<file path="src/rtl/spio_pkg.sv">
// Package for the shared parallel I/O port: widths, offsets, reset values, carriers
package spio_pkg;
  localparam int unsigned PORT_W = 16;
  localparam int unsigned ADDR_W = 4;
  // Register offsets (word index on the plain register port)
  localparam logic [3:0] OFF_DIRECTION = 4'h0;
  localparam logic [3:0] OFF_LEVEL = 4'h2;
  localparam logic [3:0] OFF_LATCH = 4'h4;
  localparam logic [3:0] OFF_PERIPH_EN = 4'h6;
  localparam logic [3:0] OFF_PERIPH_OUT = 4'h8;
  // Reset values
  localparam logic [15:0] DIR_RESET = 16'hffff;
  localparam logic [15:0] LATCH_RESET = 16'h0000;
  localparam logic [15:0] PEN_RESET = 16'h0000;
  localparam logic [15:0] ZERO_WORD = 16'h0000;
  // Direction encoding: one makes the pin an input
  localparam logic DIR_INPUT = 1'b1;
  // Per-pin peripheral output signals
  typedef struct packed {
    logic [15:0] drive;
    logic [15:0] data;
  } spio_periph_t;
  // Pad-side output pair
  typedef struct packed {
    logic [15:0] oe;
    logic [15:0] data;
  } spio_pad_t;
endpackage : spio_pkg

</file>
<file path="src/rtl/spio_port.sv">
// Shared parallel I/O port: direction, output latch, pin level read and pad muxes
// Notes on behaviour
// - Direction bit one makes the pin an input, zero an output.
// - Every reset sets all direction bits, so all pins start as inputs.
// - Latch register reads the stored latch; writes update the latch.
// - Pin-level register reads pin states; writes go to the latch.
// - Latch drives each port-owned pin configured as output.
// - Actively driving enabled peripheral disables port driver; pin stays readable.
// - Enabled but idle peripheral leaves the pin to the port.
// - Data and enable muxes per pin, peripheral has priority.
// - Unimplemented bits read zero in latch, direction and pin level.
// - Input-only shared function leaves the port in full output control.
//
// Our own choices: strobed register access and the placing of the registers.
`timescale 1ns/10ps
`default_nettype none
module spio_port #(
  parameter logic [15:0] IMPL_MASK = 16'hffff,
  parameter logic [15:0] SHARED_MASK = 16'hffff
) (
  input wire logic clk,
  input wire logic rst,
  input wire logic [3:0] addr,
  input wire logic [15:0] wdata,
  input wire logic wr,
  input wire logic rd,
  output logic [15:0] rdata,
  input wire logic [15:0] pad_in,
  input wire spio_pkg::spio_periph_t periph,
  output spio_pkg::spio_pad_t pad_out
);
  logic [15:0] direction;
  logic [15:0] latch;
  logic [15:0] periph_en;
  logic [15:0] level_meta;
  logic [15:0] level;
  logic [15:0] next_rdata;

  // Address decode
  wire logic hit_dir = addr == spio_pkg::OFF_DIRECTION;
  wire logic hit_lvl = addr == spio_pkg::OFF_LEVEL;
  wire logic hit_lat = addr == spio_pkg::OFF_LATCH;
  wire logic hit_pen = addr == spio_pkg::OFF_PERIPH_EN;
  wire logic hit_pout = addr == spio_pkg::OFF_PERIPH_OUT;

  // Either the latch or the level register address writes the latch
  wire logic latch_wr = wr && (hit_lat || hit_lvl);

  // Peripheral ownership: enabled, shared and actively driving
  wire logic [15:0] periph_owns = periph_en & SHARED_MASK & periph.drive;

  // Port output enable: output direction on implemented pins; peripheral ownership is applied in the pad mux
  wire logic [15:0] port_oe = ~direction & IMPL_MASK;

  // Pad muxes, peripheral first
  assign pad_out.data = (periph_owns & periph.data) | (~periph_owns & latch);
  assign pad_out.oe = periph_owns | (~periph_owns & port_oe);

  // Read mux; unimplemented bits masked to zero
  assign next_rdata = hit_dir ? (direction & IMPL_MASK) :
                      hit_lat ? (latch & IMPL_MASK) :
                      hit_lvl ? (level & IMPL_MASK) :
                      hit_pen ? (periph_en & IMPL_MASK) :
                      hit_pout ? (periph_owns & IMPL_MASK) :
                      spio_pkg::ZERO_WORD;

  // Control registers; direction forced to input on reset
  always_ff @(posedge clk) begin
    if (rst) begin
      direction <= spio_pkg::DIR_RESET;
      latch <= spio_pkg::LATCH_RESET;
      periph_en <= spio_pkg::PEN_RESET;
    end else begin
      if (wr && hit_dir) direction <= wdata | ~IMPL_MASK;
      if (latch_wr) latch <= wdata & IMPL_MASK;
      if (wr && hit_pen) periph_en <= wdata & IMPL_MASK;
    end
  end

  // Two-stage synchroniser; only level is read by logic
  always_ff @(posedge clk) begin
    if (rst) begin
      level_meta <= spio_pkg::ZERO_WORD;
      level <= spio_pkg::ZERO_WORD;
    end else begin
      level_meta <= pad_in;
      level <= level_meta;
    end
  end

  // Read data registered, valid the cycle after rd
  always_ff @(posedge clk) begin
    if (rst) rdata <= spio_pkg::ZERO_WORD;
    else if (rd) rdata <= next_rdata;
    else rdata <= spio_pkg::ZERO_WORD;
  end

  // Assertions
  property p_dir_reset;
    @(posedge clk) $past(rst) |-> direction == spio_pkg::DIR_RESET;
  endproperty
  a_dir_reset: assert property (p_dir_reset) else $error("direction not input after reset");
  property p_input_no_drive;
    @(posedge clk) disable iff (rst) (direction[0] == spio_pkg::DIR_INPUT && !periph_owns[0]) |-> !pad_out.oe[0];
  endproperty
  a_input_no_drive: assert property (p_input_no_drive) else $error("input pin driven");
  property p_latch_read;
    @(posedge clk) disable iff (rst) (rd && hit_lat) |=> rdata == (latch & IMPL_MASK);
  endproperty
  a_latch_read: assert property (p_latch_read) else $error("latch read wrong");
  property p_level_write;
    @(posedge clk) disable iff (rst) (wr && hit_lvl) |=> latch == ($past(wdata) & IMPL_MASK);
  endproperty
  a_level_write: assert property (p_level_write) else $error("level write missed latch");
  property p_level_read;
    @(posedge clk) disable iff (rst) (rd && hit_lvl) |=> rdata == ($past(pad_in, 3) & IMPL_MASK);
  endproperty
  a_level_read: assert property (p_level_read) else $error("level read not synchronised pin");
  property p_port_data;
    @(posedge clk) disable iff (rst) (!periph_owns[0] && pad_out.oe[0]) |-> pad_out.data[0] == latch[0];
  endproperty
  a_port_data: assert property (p_port_data) else $error("port pin not from latch");
  property p_periph_wins;
    @(posedge clk) disable iff (rst) periph_owns[12] |-> (pad_out.oe[12] && pad_out.data[12] == periph.data[12]);
  endproperty
  a_periph_wins: assert property (p_periph_wins) else $error("peripheral lost pin");
  property p_idle_periph;
    @(posedge clk) disable iff (rst) (periph_en[0] && !periph.drive[0]) |-> pad_out.oe[0] == port_oe[0];
  endproperty
  a_idle_periph: assert property (p_idle_periph) else $error("idle peripheral blocks port");
  property p_unimpl_zero;
    @(posedge clk) disable iff (rst) rd |=> (rdata & ~IMPL_MASK) == spio_pkg::ZERO_WORD;
  endproperty
  a_unimpl_zero: assert property (p_unimpl_zero) else $error("unimplemented bit read nonzero");
  property p_mux_split;
    @(posedge clk) disable iff (rst) !periph_owns[1] |-> pad_out.oe[1] == port_oe[1];
  endproperty
  a_mux_split: assert property (p_mux_split) else $error("port mux select wrong");
  property p_input_only;
    @(posedge clk) disable iff (rst) (periph_en & periph.drive & ~SHARED_MASK) != spio_pkg::ZERO_WORD |->
      ((pad_out.oe ^ port_oe) & ~SHARED_MASK) == spio_pkg::ZERO_WORD;
  endproperty
  a_input_only: assert property (p_input_only) else $error("dedicated pin overridden");
endmodule : spio_port
`default_nettype wire

</file>
<file path="config.mk">
export PLATFORM = sky130hd
export DESIGN_NAME = spio_port
export DESIGN_NICKNAME = d
export VERILOG_FILES = /design/src/rtl/spio_pkg.sv /design/src/rtl/spio_port.sv
export SDC_FILE = /design/constraint.sdc
export NUM_CORES = 1
export LEC_CHECK = 0
export BUFFER_PORTS_ARGS = -buffer_cell sky130_fd_sc_hd__buf_4
export CAP_MARGIN = 40
export CORE_UTILIZATION = 45
export CTS_BUF_LIST = sky130_fd_sc_hd__clkbuf_4 sky130_fd_sc_hd__clkbuf_8 sky130_fd_sc_hd__clkbuf_16
export DETAILED_ROUTE_END_ITERATION = 10
export PLACE_DENSITY = 0.71
export SYNTH_ARGS = -nofsm -noshare
export SYNTH_HDL_FRONTEND = slang
export SYNTH_SLANG_ARGS = --single-unit
</file>
<file path="constraint.sdc">
create_clock -name clk -period 2.21 [get_ports clk]
set_input_delay 0.221 -clock clk [delete_from_list [all_inputs] [get_ports clk]]
set_output_delay 0.221 -clock clk [all_outputs]
set_load 0.005 [all_outputs]
</file>
==> results of run 1 <==
## synth_stat cells (all sizes together)
cell / instances / area share
a21oi: 32 / 0.039
nor4: 1 / 0.0052
and4bb: 8 / 0.025
xnor2: 1 / 0.0040
mux2: 16 / 0.044
nand3b: 16 / 0.029
nand2b: 1 / 0.0015
a21o: 3 / 0.0055
dfxtp: 96 / 0.47
nand4: 1 / 0.0015
clkbuf: 22 / 0.021
or3b: 1 / 0.0022
nor2: 34 / 0.033
nand2: 105 / 0.097
buf: 10 / 0.016
mux2i: 16 / 0.039
inv: 3 / 0.0028
o31ai: 1 / 0.0018
o311ai: 3 / 0.0065
nor4bb: 5 / 0.012
or4: 1 / 0.0028
nor3: 1 / 0.0012
and4: 1 / 0.0022
nor3b: 1 / 0.0018
nand3: 1 / 0.0012
a211o: 13 / 0.028
o21ai: 42 / 0.052
nor2b: 34 / 0.052
## flip-flops by register name, summed over array words and instances, names as in the netlist
name and cells:
direction 16, latch 16, level 16, level_meta 16, periph_en 16, rdata 16
## cell families after synthesis
family                 Yosys count
multiplexers                    32
AND/OR/NAND/NOR                211
AO/OA/AOI/OAI                   94
flip-flops                      96
XOR/XNOR                         1
buffers and inverters           35
## cell type report
class,instances,area [sq um],area share
sequential,96,1920,0.363
tap,108,135,0.0255
clock buffer,9,124,0.0234
timing repair buffer,133,998,0.189
multi-input combinational,338,2000,0.378
inverter,3,11.3,0.00213
clock inverter,5,106,0.0201
## placed cells by master (no fill, tap or decap), drive strengths merged, types with 3 or more instances in the layout
| cell | count |
|---|---|
| bufinv | 3 |
| mux2i | 16 |
| mux2 | 16 |
| a211o | 13 |
| o311ai | 3 |
| nor2 | 34 |
| nand2 | 105 |
| nor2b | 34 |
| a21o | 3 |
| and4bb | 8 |
| a21oi | 32 |
| buf | 133 |
| clkbuf | 9 |
| o21ai | 42 |
| nor4bb | 5 |
| dfxtp | 96 |
| nand3b | 16 |
| inv | 4 |
## worst max-delay path, delay by kind of cell, from the launching register on
family        cells  cell delay, ns
buf+inv           1            0.13
flops             1            0.35
mux               1            0.34
simple gates      1            0.11
## worst min-delay path by stage
stage                                   start                          to  slack (ns)  cells past startpoint
floorplan                           wdata[15]  direction[15]$_SDFFE_PP1P_        0.34                      2
global placement    level_meta[15]$_SDFF_PP0_        level[15]$_SDFF_PP0_        0.43                      1
detailed placement   level_meta[0]$_SDFF_PP0_         level[0]$_SDFF_PP0_        0.42                      1
CTS                                pad_in[15]   level_meta[15]$_SDFF_PP0_        0.06                      2
global route                       pad_in[15]   level_meta[15]$_SDFF_PP0_        0.06                      2
finish                             pad_in[15]   level_meta[15]$_SDFF_PP0_        0.07                      2
## routing by layer
metal,vias up,wire length [microns],global-route usage
met5,-,0,0
met4,0,244,0.0941
met3,24,758,0.0403
met2,173,5240,0.391
met1,1726,4870,0.310
li1,1811,-,-
## metrics by stage
stage	instance area [sq um]	hold WS (ns)	total power [mW]
2_1_floorplan	4070	0.342	2.01
4_1_cts	5300	0.0603	3.51
3_5_place_dp	5070	0.422	2.21
5_1_grt	5300	0.0630	3.62
6_report	5300	0.0740	3.50
3_3_place_gp	5060	0.426	2.20
## power groups by stage
stage               clock network [mW]  logic, mW  registers (mW)
floorplan                            0      0.176            1.83
global placement                     0      0.356            1.85
detailed placement                   0      0.365            1.84
CTS                               1.34      0.367            1.80
global route                      1.41      0.401            1.81
finish                            1.33      0.368            1.80
==> results.sh, run 1 <==
export IMPL_status="complete, no violations"
export IMPL_grt_pass1_wl_microns=17800
export IMPL_final_nets=653
export IMPL_synth_top_family_by_area="simple AND/OR/NAND/NOR gates"
export IMPL_worst_slack_ns=0.707
export IMPL_clock_latency_ns=0.36
export IMPL_dieArea_sq_um=9440
export IMPL_first_global_vias=3563
export IMPL_slowest_delay_ns=0.35
export IMPL_synth_mux_area_frac=0.0836
export IMPL_area_growth_pct=30.0
export IMPL_synthSimpleGateAreaFrac=0.268
export IMPL_r2r_end="rdata[5]$_SDFF_PP0_"
export IMPL_crit_chain="nand2_1 -> mux2_2 -> buf_4"
export IMPL_reg2regPathDepth=2
export IMPL_period_share=0.680
export IMPL_viasPerCell=5.40
export IMPL_skew_ns=0.0149
export IMPL_maxSlewViolCount=0
export IMPL_crit_type="reg -> out"
export IMPL_r2r_slack_ns=1.12
export IMPL_p_comb_frac=0.105
export IMPL_p_leak_nw=2.33
export IMPL_htreeDepth=3
export IMPL_nFillCells=750
export IMPL_rsz0062_at_grt="no"
export IMPL_net_switching_power_uw=790
export IMPL_synth_distinct_cells=32
export IMPL_maxCapViolCount=0
export IMPL_drt_total_wl_microns=11100
export IMPL_tritoncts="built"
export IMPL_fin_cells=692
export IMPL_post_drt_wl_per_cell_microns=16.1
export IMPL_ant_nets=0
export IMPL_drt_iter0_markers=233
export IMPL_clockBufferDepth=2
export IMPL_pwr_density_cell_nw_per_um2=662
export IMPL_die_y_microns=97.1
export IMPL_synth_warnings=0
export IMPL_clk_pin_slew_ns=0.09
export IMPL_drive_gt1_frac=0.303
export IMPL_cts_root_buf="clkbuf_8"
export IMPL_cts_resized_gates=0
export IMPL_portBuffers=119
export IMPL_place_congestion=0.860
export IMPL_slowest_stage="dfxtp_1"
export IMPL_vias=3734
export IMPL_pre_cts_ws_ns=0.383
export IMPL_synth_cell_area_sq_um=4070
export IMPL_die_w_microns=97.1
export IMPL_cts_hold_buf=0
export IMPL_endpoint="pad_out[14]"
export IMPL_seqPwrFrac=0.515
export IMPL_antenna_found_initial=0
export IMPL_worst_pin_slew_ns=0.883
export IMPL_grt_start_max_net_pins=64
export IMPL_synth_seq_cells=96
export IMPL_p_sw_frac=0.225
export IMPL_internal_power_mw=2.71
export IMPL_syn_inst=469
export IMPL_start_util=0.467
export IMPL_relSlewSlack=0.410
export IMPL_synth_seq_area_share=0.472
export IMPL_cts_setup_buffers=0
export IMPL_io_pins=120
export IMPL_crit_arrival_ns=1.28
export IMPL_core_area_sq_um=8720
export IMPL_clock_sinks=96
export IMPL_synth_fa_ha_area_frac=0
export IMPL_fmax_mhz=665
export IMPL_critical_path_endpoint_type="output pin"
export IMPL_synth_compound_area_frac=0.133
export IMPL_setup_viol=0
export IMPL_worst_ir_drop_vdd_mv=0.376
export IMPL_crit_required_ns=1.99
export IMPL_row_count=34
export IMPL_hp_class="in -> reg"
export IMPL_synth_avg_cell_area_sq_um=8.68
export IMPL_synthXorXnorAreaFrac=0.00399
export IMPL_cts_buffers=9
export IMPL_dr_pass1_iters=5
export IMPL_antenna_cells=0
export IMPL_finalSetupTns_ns=0
export IMPL_final_util=0.607
export IMPL_cp_max_fo=3
export IMPL_clockPowerShare=0.380
export IMPL_grt_overflow=0
export IMPL_fin_crit_ns=1.50
export IMPL_hpwl_microns=7880
export IMPL_gr_usage_all_layers=0.237
export IMPL_syn_nets=541
export IMPL_final_hold_viol_count=0
export IMPL_cp_start_kind="register"
export IMPL_drc=0
export IMPL_rr_startpoint="level[5]$_SDFF_PP0_"
export IMPL_placedCellCount=678
export IMPL_critPathLaunch="periph_en[14]$_SDFFE_PP0P_"
Power figures use the tool's default switching activity.
==> run 2, diff against run 1 <==
--- a/config.mk
+++ b/config.mk
@@ -10,7 +10,7 @@
 export CORE_UTILIZATION = 45
 export CTS_BUF_LIST = sky130_fd_sc_hd__clkbuf_4 sky130_fd_sc_hd__clkbuf_8 sky130_fd_sc_hd__clkbuf_16
 export DETAILED_ROUTE_END_ITERATION = 10
-export PLACE_DENSITY = 0.71
+export PLACE_DENSITY = 0.74
 export SYNTH_ARGS = -nofsm -noshare
 export SYNTH_HDL_FRONTEND = slang
 export SYNTH_SLANG_ARGS = --single-unit
==> constraint.sdc (replaced) <==
create_clock -name clk -period 1.3 [get_ports clk]
set_input_delay 0.13 -clock clk [delete_from_list [all_inputs] [get_ports clk]]
set_output_delay 0.13 -clock clk [all_outputs]
set_load 0.005 [all_outputs]
==> results.sh, run 2 (synthesis results as in run 1) <==
export IMPL_drc=0
export IMPL_dpl_cell_area_sq_um=5340
export IMPL_layout_common_cells="buf_4 (171), nand2_1 (89), dfxtp_1 (80)"
export IMPL_min_from="wdata[14]"
export IMPL_worst_ir_drop_vdd_mv=0.617
export IMPL_hp_class="in -> reg"
export IMPL_status="finished, violations left"
export IMPL_dr_pass1_iters=5
export IMPL_viasPerCell=5.31
export IMPL_die_y_microns=97.1
export IMPL_gr_usage_all_layers=0.259
export IMPL_finalSetupTns_ns=-0.421
export IMPL_critical_path_endpoint_type="output pin"
export IMPL_io_pins=120
export IMPL_maxCapViolCount=0
export IMPL_post_drt_wl_per_cell_microns=15.9
export IMPL_grt_start_max_net_pins=46
export IMPL_worst_pin_slew_ns=0.508
export IMPL_fin_hold_ws_ns=0.00961
export IMPL_final_nets=739
export IMPL_met1_usage=0.313
export IMPL_clockBufferDepth=2
export IMPL_p_leak_nw=2.83
export IMPL_row_count=34
export IMPL_cp_start_kind="register"
export IMPL_relSlewSlack=0.658
export IMPL_ant_nets=0
export IMPL_skew_ns=0.00529
export IMPL_dieArea_sq_um=9440
export IMPL_first_global_vias=4054
export IMPL_crit_arrival_ns=1.22
export IMPL_clock_latency_ns=0.36
export IMPL_start_util=0.467
export IMPL_grt_pass1_wl_microns=19600
export IMPL_area_growth_pct=52.4
export IMPL_drive_gt1_frac=0.399
export IMPL_rsz0062_at_grt="yes"
export IMPL_clock_sinks=96
export IMPL_pwr_density_cell_nw_per_um2=940
export IMPL_drt_total_wl_microns=12400
export IMPL_crit_required_ns=1.17
export IMPL_slowest_delay_ns=0.36
export IMPL_tritoncts="built"
export IMPL_hpwl_microns=8270
export IMPL_slowest_stage="dfxtp_2"
export IMPL_grt_busiest_layer="met2"
export IMPL_stdcell_area_sq_um=6210
export IMPL_maxSlewViolCount=0
export IMPL_crit_chain="nand2_2 -> mux2_4 -> buf_6"
export IMPL_drt_iter0_markers=182
export IMPL_clk_pin_slew_ns=0.11
export IMPL_cts_buffers=9
export IMPL_final_util=0.712
export IMPL_place_congestion=0.951
export IMPL_setup_viol=16
export IMPL_rr_startpoint="periph_en[13]$_SDFFE_PP0P_"
export IMPL_fmax_mhz=740
export IMPL_nFillCells=641
export IMPL_r2r_slack_ns=0.20
export IMPL_cp_max_fo=2
export IMPL_antenna_cells=0
export IMPL_vias=4139
export IMPL_core_area_sq_um=8720
export IMPL_final_hold_viol_count=0
export IMPL_critPathLaunch="periph_en[0]$_SDFFE_PP0P_"
export IMPL_grt_overflow=0
export IMPL_antenna_found_initial=0
export IMPL_cts_root_buf="clkbuf_8"
export IMPL_fin_crit_ns=1.35
export IMPL_mostFrequentLayoutCell="buf_4"
export IMPL_htreeDepth=3
export IMPL_die_w_microns=97.1
export IMPL_met2_usage=0.449
export IMPL_use_met3=0.0540
export IMPL_portBuffers=119
export IMPL_period_share=1.04
export IMPL_worst_slack_ns=-0.0505
export IMPL_violations="negative setup slack"
export IMPL_crit_type="reg -> out"
## run 2: cell count changes in the layout (fill, tap and decap cells not counted), moves of 16 or more
cell / previous run / this run
nand2_2: 0 / 16
dlygate4sd3_1: 0 / 29
buf_6: 0 / 16
nand2_1: 105 / 89
mux2_4: 0 / 16
mux2_2: 16 / 0
buf_4: 133 / 171
dfxtp_1: 96 / 80
dfxtp_2: 0 / 16
## run 2: critical path: cells and delay by family (launching register included)
family,cells,cell delay [ns]
buffers and inverters,1,0.11
DFF,1,0.36
and+or+nand+nor,1,0.07
muxes,1,0.30
## run 2: power by group
| part | internal [mW] | leakage [nW] | switching (mW) |
|---|---|---|---|
| combinational | 0.474 | 1.94 | 0.357 |
| sequential | 3.03 | 0.791 | 0.0420 |
| clock | 0.761 | 0.101 | 1.17 |
| total | 4.26 | 2.83 | 1.57 |
## run 2: worst paths after layout
check                               endpoint  cells past startpoint
setup reg to reg        rdata[13]$_SDFF_PP0_                      5
hold / removal    direction[14]$_SDFFE_PP1P_                      3
hold reg to reg          level[6]$_SDFF_PP0_                      1
setup / recovery                  pad_out[0]                      3
## run 2: cell type report
| type | instances | area, sq um | share of cell area |
|---|---|---|---|
| clock inverter | 7 | 68.8 | 0.0111 |
| timing repair buffer | 219 | 1810 | 0.292 |
| multi-input combinational | 338 | 2110 | 0.340 |
| tap | 108 | 135 | 0.0218 |
| sequential | 96 | 1940 | 0.313 |
| clock buffer | 9 | 124 | 0.0200 |
| inverter | 3 | 11.3 | 0.00181 |
## run 2: timing repair
action | 4_1_cts | 5_1_grt
gates cloned | 0 | 0
hold endpoints to repair | 29 | 0
hold buffers | 29 | 0
resized for setup | 63 | 1
setup buffers | 22 | 5
setup endpoints to repair | 16 | 16
pin swaps | 15 | 16
## run 2: per-stage QoR
step	power [mW]	std cells	setup slack, ns
floorplan	3.43	469	-0.0652
global placement	3.82	708	-0.176
detailed placement	3.84	708	-0.164
CTS	5.82	775	-0.0452
global route	6.04	780	-0.0743
finish	5.83	780	-0.0505
## run 2: routing by layer
metal	up-vias	wire length, microns
met3	34	894
met1	1914	5160
li1	1990	-
met2	201	6070
met5	-	0
met4	0	308
==> run 3, diff against run 2 <==
--- a/config.mk
+++ b/config.mk
@@ -7,10 +7,13 @@
 export LEC_CHECK = 0
 export BUFFER_PORTS_ARGS = -buffer_cell sky130_fd_sc_hd__buf_4
 export CAP_MARGIN = 40
-export CORE_UTILIZATION = 45
+export CELL_PAD_IN_SITES_DETAIL_PLACEMENT = 1
+export CELL_PAD_IN_SITES_GLOBAL_PLACEMENT = 1
+export CORE_UTILIZATION = 34
 export CTS_BUF_LIST = sky130_fd_sc_hd__clkbuf_4 sky130_fd_sc_hd__clkbuf_8 sky130_fd_sc_hd__clkbuf_16
 export DETAILED_ROUTE_END_ITERATION = 10
-export PLACE_DENSITY = 0.74
+export MAX_ROUTING_LAYER = met4
+export PLACE_DENSITY = 0.76
 export SYNTH_ARGS = -nofsm -noshare
 export SYNTH_HDL_FRONTEND = slang
 export SYNTH_SLANG_ARGS = --single-unit
==> results.sh, run 3 (synthesis results as in run 1) <==
export IMPL_status="finished, violations left"
export IMPL_violations="design-rule violations, negative setup slack"
export IMPL_hp_class="in -> reg"
export IMPL_antenna_cells=0
export IMPL_die_w_microns=111
export IMPL_cts_root_buf="clkbuf_16"
export IMPL_htreeDepth=3
export IMPL_grt_pass1_wl_microns=23700
export IMPL_post_drt_wl_per_cell_microns=19.1
export IMPL_die_y_microns=111
export IMPL_ant_nets=0
export IMPL_critical_path_endpoint_type="output pin"
export IMPL_grt_overflow=0
export IMPL_portBuffers=119
export IMPL_clockBufferDepth=2
export IMPL_crit_buf_inv=1
export IMPL_grt_start_max_net_pins=63
export IMPL_start_util=0.352
export IMPL_rsz0062_at_grt="yes"
export IMPL_cts_buffers=9
export IMPL_hpwl_microns=10300
export IMPL_antenna_found_initial=0
export IMPL_p_total_mw=6.40
export IMPL_dr_pass1_iters=7
export IMPL_area_growth_pct=50.8
export IMPL_skew_ns=0.00619
export IMPL_final_hold_viol_count=0
export IMPL_cp_max_fo=2
export IMPL_core_area_sq_um=11600
export IMPL_drc=10
export IMPL_layout_common_cells="buf_4 (169), nand2_1 (88), dfxtp_1 (80)"
export IMPL_place_congestion=0.895
export IMPL_fin_crit_ns=1.31
export IMPL_stdcell_area_sq_um=6140
export IMPL_cp_start_kind="register"
export IMPL_clk_pin_slew_ns=0.07
export IMPL_worst_pin_slew_ns=0.603
export IMPL_final_nets=718
export IMPL_clock_latency_ns=0.34
export IMPL_slowest_stage="dfxtp_2"
export IMPL_gr_usage_all_layers=0.257
export IMPL_crit_chain="nand2_4 -> mux2_4 -> buf_6"
export IMPL_relSlewSlack=0.598
export IMPL_maxSlewViolCount=0
export IMPL_vias=4170
export IMPL_io_pins=120
export IMPL_viasPerCell=5.26
export IMPL_setup_viol=3
export IMPL_maxCapViolCount=0
export IMPL_crit_required_ns=1.17
export IMPL_pre_cts_ws_ns=-0.146
export IMPL_cp_top_family="flip-flops"
export IMPL_finalSetupTns_ns=-0.0213
export IMPL_worst_ir_drop_vdd_mv=0.544
export IMPL_dpl_cell_area_sq_um=5360
export IMPL_fmax_mhz=763
export IMPL_tritoncts="built"
export IMPL_dieArea_sq_um=12400
export IMPL_pwr_density_cell_nw_per_um2=1040
export IMPL_final_util=0.531
export IMPL_worst_slack_ns=-0.0109
export IMPL_fin_cells=793
export IMPL_r2r_slack_ns=0.13
export IMPL_placedCellCount=740
export IMPL_mostFrequentLayoutCell="buf_4"
export IMPL_first_global_vias=4401
export IMPL_drt_total_wl_microns=15100
export IMPL_fin_hold_ws_ns=0.00549
export IMPL_crit_arrival_ns=1.18
export IMPL_slowest_delay_ns=0.36
export IMPL_drive_gt1_frac=0.409
export IMPL_row_count=39
export IMPL_period_share=1.01
export IMPL_clock_sinks=96
export IMPL_drt_iter0_markers=207
export IMPL_p_leak_nw=2.79
export IMPL_crit_type="reg -> out"
-- run 3: cell count changes in the layout (fill, tap and decap cells not counted), moves of 3 or more --
cell,before,now
clkbuf_16,0,9
clkbuf_8,9,0
dlygate4sd3_1,29,10
inv_8,3,0
-- run 3: power by group --
part / switching, mW / leakage, nW / internal, mW
Combinational: 0.377 / 1.86 / 0.435
Sequential: 0.0475 / 0.791 / 3.03
Clock: 1.20 / 0.129 / 1.31
-- run 3: metal layers --
| metal | global-route usage | routed length [microns] | up-vias |
|---|---|---|---|
| met1 | 0.299 | 6170 | 2054 |
| li1 | - | - | 1939 |
| met4 | 0.116 | 337 | 0 |
| met3 | 0.0392 | 776 | 31 |
| met2 | 0.436 | 7860 | 146 |
| met5 | - | 0 | - |
-- run 3: what timing repair did --
action	in CTS	in global routing
resized for setup	63	4
buffers inserted	22	6
setup endpoints to repair	16	17
pin swaps	14	15
hold buffers	10	0
endpoints found under the hold margin	10	0
-- run 3: cell type report --
class,instances,area [sq um]
Sequential cell,96,1940
Clock buffer,9,225
Fill cell,1346,5430
Timing Repair Buffer,198,1610
Multi-Input combinational cell,338,2120
Inverter,3,11.3
Tap cell,143,179
Clock inverter,6,50.0
-- run 3: final timing paths --
kind | start | end | depth (start not counted)
setup / recovery | periph_en[15]$_SDFFE_PP0P_ | pad_out[15] | 3
hold / removal | pad_in[0] | level_meta[0]$_SDFF_PP0_ | 2
setup reg to reg | periph_en[10]$_SDFFE_PP0P_ | rdata[10]$_SDFF_PP0_ | 5
hold reg to reg | level_meta[1]$_SDFF_PP0_ | level[1]$_SDFF_PP0_ | 1
